===== src/hw/pss_pkg.sv =====
package pss_pkg;
  localparam int PSS_NUM_SETS = 4;
  localparam int PSS_MAX_SEL_INPUTS = 2;
  localparam int PSS_CLOCK_HZ = 20_000_000;
  localparam int PSS_LOAD_TIME_MS = 1000;
  // A least-kind figure is not needed here: the hold time is approximate
  localparam int PSS_LOAD_CYCLES = (PSS_CLOCK_HZ / 1000) * PSS_LOAD_TIME_MS;
  localparam logic [2:0] PSS_LOAD_SEL_RESET = 3'h0;
  localparam logic [2:0] PSS_STORE_SEL_RESET = 3'h1;
  localparam logic [2:0] PSS_CODE_FACTORY = 3'h0;
  localparam logic [2:0] PSS_CODE_SET1 = 3'h1;
  localparam logic [2:0] PSS_CODE_SET_LAST = 3'h4;
  localparam logic [15:0] PSS_FACTORY_WORD = 16'h0000;

  typedef enum logic [1:0] {FN_NONE, FN_SELECT, FN_LOAD, FN_OTHER} pss_func_t;
  typedef enum logic [1:0] {ST_BOOT, ST_IDLE, ST_BUSY} pss_state_t;
endpackage


===== src/hw/pss_top.sv =====
// How it works
// - Four stored sets exist; writing 1 to 4 to the store selector saves the working settings.
// - A load overwrites the working settings, so unsaved edits are lost.
// - After power-up reset set 1 is loaded automatically.
// - The two selection inputs form a binary code, first input low bit, code plus one is the set.
// - No more than two inputs may take the select function and extra assignments are refused.
// - The lowest-numbered select input is the low bit, the next higher one the high bit.
// - The select code is checked when the power-up load of set 1 ends, but reset clears every input function, so no other set follows.
// - A load starts when the load input goes active while inhibited, selection set beforehand.
// - The load input acts on the edge where it goes active and after a load the load selector shows the set in use.
// - For about one second after a load starts, enable is ignored and ready is withdrawn.
// - Writing the load selector loads factory defaults for 0 or sets 1 to 4, reset value 0.
// - Assigning the load function to an input that already reads active starts a load at once.
`timescale 1ns/100ps
module pss_top
  import pss_pkg::*;
#(
  parameter int NUM_IN = 8,
  parameter int NUM_PAR = 8,
  parameter int PAR_W = 16,
  parameter int LOAD_CYCLES = PSS_LOAD_CYCLES
)
(
  // Clock and reset
  input wire logic CLOCK,
  input wire logic SYS_RST,
  // Control terminals
  input wire logic [NUM_IN-1:0] DIN,
  input wire logic INHIBIT,
  input wire logic ENABLE_IN,
  output logic READY,
  output logic ENABLE_OUT,
  // Set selector codes
  input wire logic LOAD_SEL_WR,
  input wire logic [2:0] LOAD_SEL_DATA,
  input wire logic STORE_SEL_WR,
  input wire logic [2:0] STORE_SEL_DATA,
  output logic [2:0] LOAD_SEL_Q,
  output logic [2:0] STORE_SEL_Q,
  // Input polarity and function assignment
  input wire logic POL_WR,
  input wire logic [NUM_IN-1:0] POL_DATA,
  input wire logic FUNC_WR,
  input wire logic [$clog2(NUM_IN)-1:0] FUNC_IDX,
  input wire pss_func_t FUNC_DATA,
  output logic FUNC_REJECT,
  // Working settings
  input wire logic PAR_WR,
  input wire logic [$clog2(NUM_PAR)-1:0] PAR_ADDR,
  input wire logic [PAR_W-1:0] PAR_WDATA,
  input wire logic [$clog2(NUM_PAR)-1:0] PAR_RADDR,
  output logic [PAR_W-1:0] PAR_RDATA
);
  localparam int CW = $clog2(LOAD_CYCLES + 1);

  pss_state_t state_reg, state_next;
  logic [CW-1:0] cnt_reg, cnt_next;
  logic [2:0] pend_reg, pend_next;
  logic boot_chk_reg, boot_chk_next;
  logic trig_prev_reg, trig_prev_next;
  logic [2:0] load_sel_reg, load_sel_next;
  logic [2:0] store_sel_reg, store_sel_next;
  logic [NUM_IN-1:0] pol_reg, pol_next;
  pss_func_t func_reg [NUM_IN];
  pss_func_t func_next [NUM_IN];
  logic reject_reg, reject_next;
  logic [PAR_W-1:0] work_reg [NUM_PAR];
  logic [PAR_W-1:0] work_next [NUM_PAR];
  logic [PAR_W-1:0] set_reg [PSS_NUM_SETS][NUM_PAR];
  logic [PAR_W-1:0] set_next [PSS_NUM_SETS][NUM_PAR];
  logic ready_reg, ready_next;
  logic enable_reg, enable_next;
  logic [PAR_W-1:0] rdata_reg, rdata_next;

  logic [1:0] sel_code;
  logic load_active;
  logic trig;
  logic start;
  logic [2:0] start_code;
  int sel_count;

  pss_input_map #(.NUM_IN(NUM_IN)) u_map (
    .din(DIN),
    .pol_high(pol_reg),
    .func(func_reg),
    .sel_code(sel_code),
    .load_active(load_active)
  );

  // Only inhibited loads count; edge of the combined level avoids endless reloads
  assign trig = load_active & INHIBIT;

  always_comb
  begin
    state_next = state_reg;
    cnt_next = cnt_reg;
    pend_next = pend_reg;
    boot_chk_next = boot_chk_reg;
    trig_prev_next = trig;
    load_sel_next = load_sel_reg;
    store_sel_next = store_sel_reg;
    pol_next = pol_reg;
    func_next = func_reg;
    reject_next = 1'b0;
    work_next = work_reg;
    set_next = set_reg;
    start = 1'b0;
    start_code = PSS_CODE_SET1;
    sel_count = 0;
    for (int i = 0; i < NUM_IN; i++)
      if (func_reg[i] == FN_SELECT && i != int'(FUNC_IDX))
        sel_count++;
    case (state_reg)
      ST_BOOT:
      begin
        start = 1'b1;
        start_code = PSS_CODE_SET1;
        boot_chk_next = 1'b1;
      end
      ST_IDLE:
      begin
        if (LOAD_SEL_WR && LOAD_SEL_DATA <= PSS_CODE_SET_LAST)
        begin
          start = 1'b1;
          start_code = LOAD_SEL_DATA;
        end
        else if (trig && !trig_prev_reg)
        begin
          start = 1'b1;
          start_code = {1'b0, sel_code} + 3'h1;
        end
        else if (STORE_SEL_WR && STORE_SEL_DATA >= PSS_CODE_SET1
                 && STORE_SEL_DATA <= PSS_CODE_SET_LAST)
        begin
          store_sel_next = STORE_SEL_DATA;
          set_next[2'(STORE_SEL_DATA - 3'h1)] = work_reg;
        end
        if (PAR_WR && !start)
          work_next[PAR_ADDR] = PAR_WDATA;
        if (POL_WR)
          pol_next = POL_DATA;
        if (FUNC_WR)
        begin
          if (FUNC_DATA == FN_SELECT && sel_count >= PSS_MAX_SEL_INPUTS)
            reject_next = 1'b1;
          else
            func_next[FUNC_IDX] = FUNC_DATA;
        end
      end
      ST_BUSY:
      begin
        // Every request is dropped here, not queued
        if (cnt_reg != '0)
          cnt_next = cnt_reg - CW'(1);
        else
        begin
          load_sel_next = pend_reg;
          boot_chk_next = 1'b0;
          state_next = ST_IDLE;
          if (boot_chk_reg && sel_code != 2'h0)
          begin
            start = 1'b1;
            start_code = {1'b0, sel_code} + 3'h1;
          end
        end
      end
      default:
        state_next = ST_BOOT;
    endcase
    if (start)
    begin
      state_next = ST_BUSY;
      cnt_next = CW'(LOAD_CYCLES - 1);
      pend_next = start_code;
      if (start_code == PSS_CODE_FACTORY)
        for (int p = 0; p < NUM_PAR; p++)
          work_next[p] = PAR_W'(PSS_FACTORY_WORD);
      else
        work_next = set_reg[2'(start_code - 3'h1)];
    end
    ready_next = (state_next == ST_IDLE);
    enable_next = ENABLE_IN && (state_next == ST_IDLE);
    rdata_next = work_reg[PAR_RADDR];
  end

  always_ff @(posedge CLOCK)
  begin
    if (SYS_RST)
    begin
      state_reg <= ST_BOOT;
      cnt_reg <= '0;
      pend_reg <= PSS_CODE_SET1;
      boot_chk_reg <= 1'b0;
      trig_prev_reg <= 1'b0;
      load_sel_reg <= PSS_LOAD_SEL_RESET;
      store_sel_reg <= PSS_STORE_SEL_RESET;
      pol_reg <= '1;
      reject_reg <= 1'b0;
      ready_reg <= 1'b0;
      enable_reg <= 1'b0;
      rdata_reg <= '0;
      for (int i = 0; i < NUM_IN; i++)
        func_reg[i] <= FN_NONE;
      for (int p = 0; p < NUM_PAR; p++)
      begin
        work_reg[p] <= PAR_W'(PSS_FACTORY_WORD);
        for (int s = 0; s < PSS_NUM_SETS; s++)
          set_reg[s][p] <= PAR_W'(PSS_FACTORY_WORD);
      end
    end
    else
    begin
      state_reg <= state_next;
      cnt_reg <= cnt_next;
      pend_reg <= pend_next;
      boot_chk_reg <= boot_chk_next;
      trig_prev_reg <= trig_prev_next;
      load_sel_reg <= load_sel_next;
      store_sel_reg <= store_sel_next;
      pol_reg <= pol_next;
      func_reg <= func_next;
      reject_reg <= reject_next;
      work_reg <= work_next;
      set_reg <= set_next;
      ready_reg <= ready_next;
      enable_reg <= enable_next;
      rdata_reg <= rdata_next;
    end
  end

  assign READY = ready_reg;
  assign ENABLE_OUT = enable_reg;
  assign LOAD_SEL_Q = load_sel_reg;
  assign STORE_SEL_Q = store_sel_reg;
  assign FUNC_REJECT = reject_reg;
  assign PAR_RDATA = rdata_reg;
endmodule


===== src/hw/pss_input_map.sv =====
`timescale 1ns/100ps
module pss_input_map
  import pss_pkg::*;
#(
  parameter int NUM_IN = 8
)
(
  // Terminal levels and their configuration
  input wire logic [NUM_IN-1:0] din,
  input wire logic [NUM_IN-1:0] pol_high,
  input wire pss_func_t func [NUM_IN],
  // Decoded functions
  output logic [1:0] sel_code,
  output logic load_active
);
  logic [NUM_IN-1:0] active;
  logic found_first;
  logic found_second;

  genvar gi;
  generate
    for (gi = 0; gi < NUM_IN; gi++)
    begin : g_pol
      assign active[gi] = pol_high[gi] ? din[gi] : ~din[gi];
    end
  endgenerate

  always_comb
  begin
    sel_code = 2'h0;
    load_active = 1'b0;
    found_first = 1'b0;
    found_second = 1'b0;
    for (int i = 0; i < NUM_IN; i++)
    begin
      if (func[i] == FN_LOAD && active[i])
        load_active = 1'b1;
      if (func[i] == FN_SELECT)
      begin
        if (!found_first)
        begin
          sel_code[0] = active[i];
          found_first = 1'b1;
        end
        else if (!found_second)
        begin
          sel_code[1] = active[i];
          found_second = 1'b1;
        end
      end
    end
  end
endmodule


===== config.mk =====
export PLATFORM = sky130hd
export DESIGN_NAME = pss_top
export DESIGN_NICKNAME = d
export VERILOG_FILES = /design/src/hw/pss_pkg.sv /design/src/hw/pss_top.sv /design/src/hw/pss_input_map.sv
export SDC_FILE = /design/constraint.sdc
export NUM_CORES = 2
export LEC_CHECK = 0
export BUFFER_PORTS_ARGS = -buffer_cell sky130_fd_sc_hd__buf_2
export CORE_UTILIZATION = 50
export DETAILED_ROUTE_END_ITERATION = 7
export GPL_TIMING_DRIVEN = 0
export PLACE_DENSITY_LB_ADDON = 0.15
export SLEW_MARGIN = 0
export SYNTH_ARGS = -nofsm -noshare
export SYNTH_HDL_FRONTEND = slang
export SYNTH_SLANG_ARGS = --single-unit

===== constraint.sdc =====
create_clock -name CLOCK -period 10.5 [get_ports CLOCK]
set_clock_uncertainty 0.1 [all_clocks]
set_input_delay 2.1 -clock CLOCK [delete_from_list [all_inputs] [get_ports CLOCK]]
set_output_delay 2.1 -clock CLOCK [all_outputs]
set_load 0.02 [all_outputs]

**After elaboration in Yosys (flattened, before gate mapping)**

Index checks and enable logic that the tools add are counted.

- Output and inout port bits: 25
- Word-level logic and storage cells: 292
- Bits in registers: 721
- Input port bits: 58

- Bitwise gates (word level): 20
- Reduce and logical (&&, ||, !) cells: 50
- Add/sub/neg operators: 11
- Equality and inequality tests: 28
- Order comparisons: 12
- Muxes and demuxes: 110

Operators by type and width:

| cell | number |
|---|---|
| 128-bit two-way mux | 7 |
| 512-bit bitwise mux | 1 |
| 128-bit binary-select mux with 2-bit select | 1 |
| 128-bit demux with 2-bit select | 1 |
| 32-bit by 2-bit adder with 32-bit output, second input constant | 7 |
| 32-bit two-way mux | 7 |
| 128-bit bitwise mux | 1 |
| 25-bit two-way mux | 3 |
| 1-bit two-way mux | 64 |
| 16-bit binary-select mux with 3-bit select | 1 |
| 16-bit demux with 3-bit select | 1 |
| 16-bit two-way mux | 3 |
| 32-bit by 3-bit >= comparator with 1-bit output, second input constant | 1 |
| 1-bit logical AND | 27 |
| 25-bit nonzero test | 1 |
| 25-bit by 1-bit subtractor with 25-bit output, second input constant | 1 |
| 2-bit by 1-bit == test with 1-bit output, second input constant | 11 |
| 2-bit two-way mux | 10 |
| 2-bit == test, second input constant | 9 |
| 16-bit bitwise mux | 1 |
| 1-bit inverter | 14 |
| 4-bit >= comparator, second input constant | 3 |
| 3-bit two-way mux | 4 |
| 3-bit != test, first input constant | 4 |
| 28 further kinds | 48 |

**Longest topological paths before layout**

- Word-level depth: 35
- Mapped depth: 28
- Depth with buffers taken out: 27

**Modules after synthesis**

From an unflattened synthesis, not the netlist that was laid out.

- Cell total of the unflattened synthesis: 3,730
- Area, all modules: 32,393.6 µm²

Modules (own cells, without submodules):

| module | area an instance (µm²) | times used | seq. area each (µm²) | cells each |
|---|---|---|---|---|
| pss_top | 31,836.8 | 1 | 14,433.8 | 3,648 |
| pss_input_map | 556.8 | 1 | 0.0 | 82 |

**Worst setup path before layout**

No wires, ideal clock.

- Kind: input to register
- From: input port FUNC_IDX[0]
- To: register func_reg[14] (netlist bit)
- Data arrival time: 7.420 ns
- Data required time: 10.328 ns
- Library setup time: 0.072 ns
- Slack: 2.909 ns
- Buffers on the path: 2
- Stages: 28
- Cells stage by stage: clkbuf_1 clkbuf_1 nand2_1 nand2_1 inv_1 ha_1 or3b_2 o2111ai_1 ha_1 nand2_1 nand2_1 ha_1 nor2_1 nor2_1 ha_1 inv_1 o22ai_1 ha_1 inv_1 a21oi_1 ha_1 nand2_1 nor2_1 and4bb_1 a2111oi_4 o311ai_2 and4b_1 mux2i_1

- Cells in the longest elaborated chain, start to end: 21
- Elaborated cells between the ends (all ways): 42
- Classes of those cells: add/sub (7); order compare (3); eq/ne (7); mux (11); bitwise (2); reduce/logical (12)

RTL lines:

| what | line | source |
|---|---|---|
| start, declared | pss_top.sv:44 | `input wire logic [$clog2(NUM_IN)-1:0] FUNC_IDX,` |
| 3-bit nonzero test | pss_top.sv:111 | `if (func_reg[i] == FN_SELECT && i != int'(FUNC_IDX))` |
| 1-bit logical AND | pss_top.sv:111 |  |
| 1-bit two-way mux | pss_top.sv:111 |  |
| 32-bit by 2-bit adder with 32-bit output | pss_top.sv:112 | `sel_count++;` |
| 32-bit two-way mux | pss_top.sv:111 |  |
| 32-bit by 2-bit adder with 32-bit output | pss_top.sv:112 |  |
| 32-bit two-way mux | pss_top.sv:111 |  |
| 32-bit by 2-bit adder with 32-bit output | pss_top.sv:112 |  |
| [... 5 more ...] | n/a |  |
| 32-bit by 2-bit adder with 32-bit output | pss_top.sv:112 |  |
| 32-bit two-way mux | pss_top.sv:111 |  |
| 32-bit by 2-bit adder with 32-bit output | pss_top.sv:112 |  |
| 32-bit two-way mux | pss_top.sv:111 |  |
| 32-bit by 3-bit >= comparator with 1-bit output | pss_top.sv:144 | `if (FUNC_DATA == FN_SELECT && sel_count >= PSS_MAX_SEL_INPUTS)` |
| 1-bit logical AND | pss_top.sv:144 |  |
| 1-bit inverter (no source line) | n/a |  |
| 3-bit AND reduction (no source line) | n/a |  |
| end signal, assigned | pss_top.sv:221 | `func_reg <= func_next;` |
| end, declared | pss_top.sv:64 | `pss_func_t func_reg [NUM_IN];` |

Parallel ways exist; a longest one is shown, timed or not.
A chain may end at the register's enable or synchronous reset.

**Worst setup path in the final report**

Same ends and word-level chain as after synthesis.

==> flow_metrics.env <==
export IMPL_setup_viol_count_final=0
export IMPL_cp_max_fo=10
export IMPL_peakVddDrop_uv=132
export IMPL_grt_util_met1_pct=45.1
export IMPL_overflow=0
export IMPL_cts_inserted_buffers=76
export IMPL_min_period_ns=8.05
export IMPL_die_area_um2=65800
export IMPL_use_met2_pct=48.2
export IMPL_netlist_top_cells_area="dfxtp_1 (45%), nand2_1 (14%), a21oi_1 (8.4%), mux4_2 (7.2%), mux4_1 (4.5%)"
export IMPL_grt_first_pass_wirelength_mm=163
export IMPL_clk_path_buf_depth=3
export IMPL_ys_seq_area_share_pct=44.6
export IMPL_hold_path_class="reg -> reg"
export IMPL_io_pins=83
export IMPL_top_usage_layer="met2"
export IMPL_slowest_delay_ns=0.75
export IMPL_path_clk_slew_ns=0.06
export IMPL_crit_path_start="FUNC_IDX[0]"
export IMPL_ys_ff_latch=721
export IMPL_drc=0
export IMPL_pwr_density_cell_nw_per_um2=168
export IMPL_tightest_slew_ns=1.37
export IMPL_tritoncts="built"
export IMPL_ctsHoldBuffers=0
export IMPL_wl_per_cell_um=22.8
export IMPL_die_w_um=256
export IMPL_fin_area_um2=36400
export IMPL_leakage_nw=12.3
export IMPL_final_nets=3925
export IMPL_grt_pass1_vias=26200
export IMPL_synth_top_area_share_pct=44.6
export IMPL_place_hpwl_mm=74.3
export IMPL_crit_top_cell="ha_1"
export IMPL_crit_family="simple AND/OR/NAND/NOR gates"
export IMPL_min_delay_start="set_reg[103]"
export IMPL_yosysWarnings=0
export IMPL_post_cts_resized=0
export IMPL_gp_congestion=0.926
export IMPL_initial_utilization_pct=51.0
export IMPL_totalPowerFinal_w=0.00610
export IMPL_cp_required_ns=10.94
export IMPL_largest_reg_flops=512
export IMPL_final_util_pct=57.2
export IMPL_rsz0062_at_grt="no"
export IMPL_antenna_found_initial=8
export IMPL_maxCapViolCount=0
export IMPL_use_met3_pct=7.46
export IMPL_syn_avg_cell_area_um2=8.76
export IMPL_synthesis_area_um2=32400
export IMPL_slew_headroom_pct=8.73
export IMPL_placed_cell_area_um2=33800
export IMPL_clk_latency_ns=0.63
export IMPL_portBuffers=77
export IMPL_syn_num_nets=3770
export IMPL_vias=28200
export IMPL_die_h_um=256
export IMPL_wirelength_mm=108
export IMPL_slew_viol_final=0
export IMPL_grt_max_degree=14
export IMPL_clock_sinks=721
export IMPL_cp_num_buf_inv=5
export IMPL_htree_levels=3
export IMPL_firstDrtPassIters=6
export IMPL_ys_types=79
export IMPL_first_iter_violations=3055
export IMPL_synth_cells=3697
export IMPL_crit_arrival_ns=8.49
export IMPL_grt_total_usage_pct=32.5
export IMPL_post_cts_buffers=0
export IMPL_r2r_start="func_reg[15]"
export IMPL_cp_end_kind="register"
export IMPL_synthToLayoutAreaGrowth_pct=12.3
export IMPL_drive_above_1_share_pct=12.2
export IMPL_synthArstFlopShare_pct=0
export IMPL_fin_crit_sh_pct=76.7
export IMPL_viasPerCell=5.92
export IMPL_synthFlopType="dfxtp_1"
export IMPL_fill_cells=5794
export IMPL_whs_ns=0.349
export IMPL_start_kind="primary input"
export IMPL_critPathKind="in -> reg"
export IMPL_finalSetupTns_ns=0
export IMPL_postRouteAntennaNets=0
export IMPL_hold_viol_final=0
export IMPL_outcome="completed"
export IMPL_yosysTopAreaCell="dfxtp_1"
export IMPL_ctsRootBufferMaster="clkbuf_16"
export IMPL_clock_fmax_mhz=124
export IMPL_slowest_stage="o311ai_2"
export IMPL_core_area_um2=63500
export IMPL_synth_edf_count=0
export IMPL_rows=92
## path summary, 6_finish.rpt
path	cells past startpoint	endpoint	slack, ns
worst max register to register	26	func_reg[14]	3.79
worst max-delay path	28	func_reg[14]	2.45
worst min register to register	2	set_reg[103]	0.35
worst min-delay path	2	set_reg[103]	0.35
## cell usage after synthesis, types with 20 or more instances
master / instances
dfxtp_1: 721
mux4_2: 104
xnor2_1: 25
nand2_1: 1193
nor2_1: 191
nand2b_1: 32
a211oi_2: 111
o21ai_0: 147
mux2i_1: 36
a211oi_1: 20
mux4_1: 56
clkbuf_1: 241
a21oi_1: 544
## cells by family (layout without fill, tap and decap cells)
logic type / Yosys count / count (layout) / share of synthesized area [%]
and+or+nand+nor: 1549 / 1549 / 19.4
AOI/OAI and AO/OA: 867 / 867 / 16.7
DFF: 721 / 721 / 44.6
buffers and inverters: 310 / 520 / 4.70
muxes: 196 / 196 / 12.9
xor gates and xnor gates: 39 / 39 / 1.12
adders and majority gates: 15 / 15 / 0.580
other: 0 / 7 / 0
## area by class of cell
cell class / count / area, µm² / share of cell area [%]
Clock inverter: 14 / 153 / 0.420
Inverter: 20 / 75.1 / 0.206
Buffer: 290 / 1450 / 3.98
Multi-Input combinational cell: 2666 / 16400 / 45.2
Tap cell: 846 / 1060 / 2.91
Sequential cell: 721 / 14400 / 39.7
Clock buffer: 119 / 2370 / 6.51
Antenna cell: 7 / 17.5 / 0.0482
Timing Repair Buffer: 77 / 385 / 1.06
## per-layer routing
| layer | up-vias | part of all wire [%] |
|---|---|---|
| li1 | 13000 | - |
| met1 | 13500 | 42 |
| met2 | 1378 | 43 |
| met3 | 258 | 11 |
| met4 | 2 | 4.6 |
| met5 | - | 0.015 |
## per-stage QoR
step           instances  worst slack, ns
2_1_floorplan       3697             2.91
3_5_place_dp        4620             1.90
5_1_grt             4755             1.98
4_1_cts             4753             2.50
6_report            4760             2.45
3_3_place_gp        4620             1.97
## worst min-delay path, stage by stage, from the launching register on
cell	delay, ns
dfxtp_1	0.30
nand2_1	0.05
a21oi_1	0.05
## power by group
group          leakage (nW)  switching (W)  internal, W  total (W)
Sequential             5.83      0.0000914      0.00278    0.00287
Clock                  1.25        0.00113      0.00162    0.00275
Combinational          5.22       0.000311     0.000168   0.000480
## layout by cell type (no fill, tap or decap), types with 26 or more instances in the layout
cell type,synthesis,final
o21ai_0,147,147
dfxtp_1,721,721
clkbuf_8,2,26
nand2b_1,32,32
clkbuf_1,241,257
mux2i_1,36,36
buf_2,7,84
clkbuf_16,0,79
nand2_1,1193,1193
mux4_2,104,104
nor2_1,191,191
mux4_1,56,56
a211oi_2,111,111
a21oi_1,544,544
No activity file was read; power rests on OpenSTA's default activity.
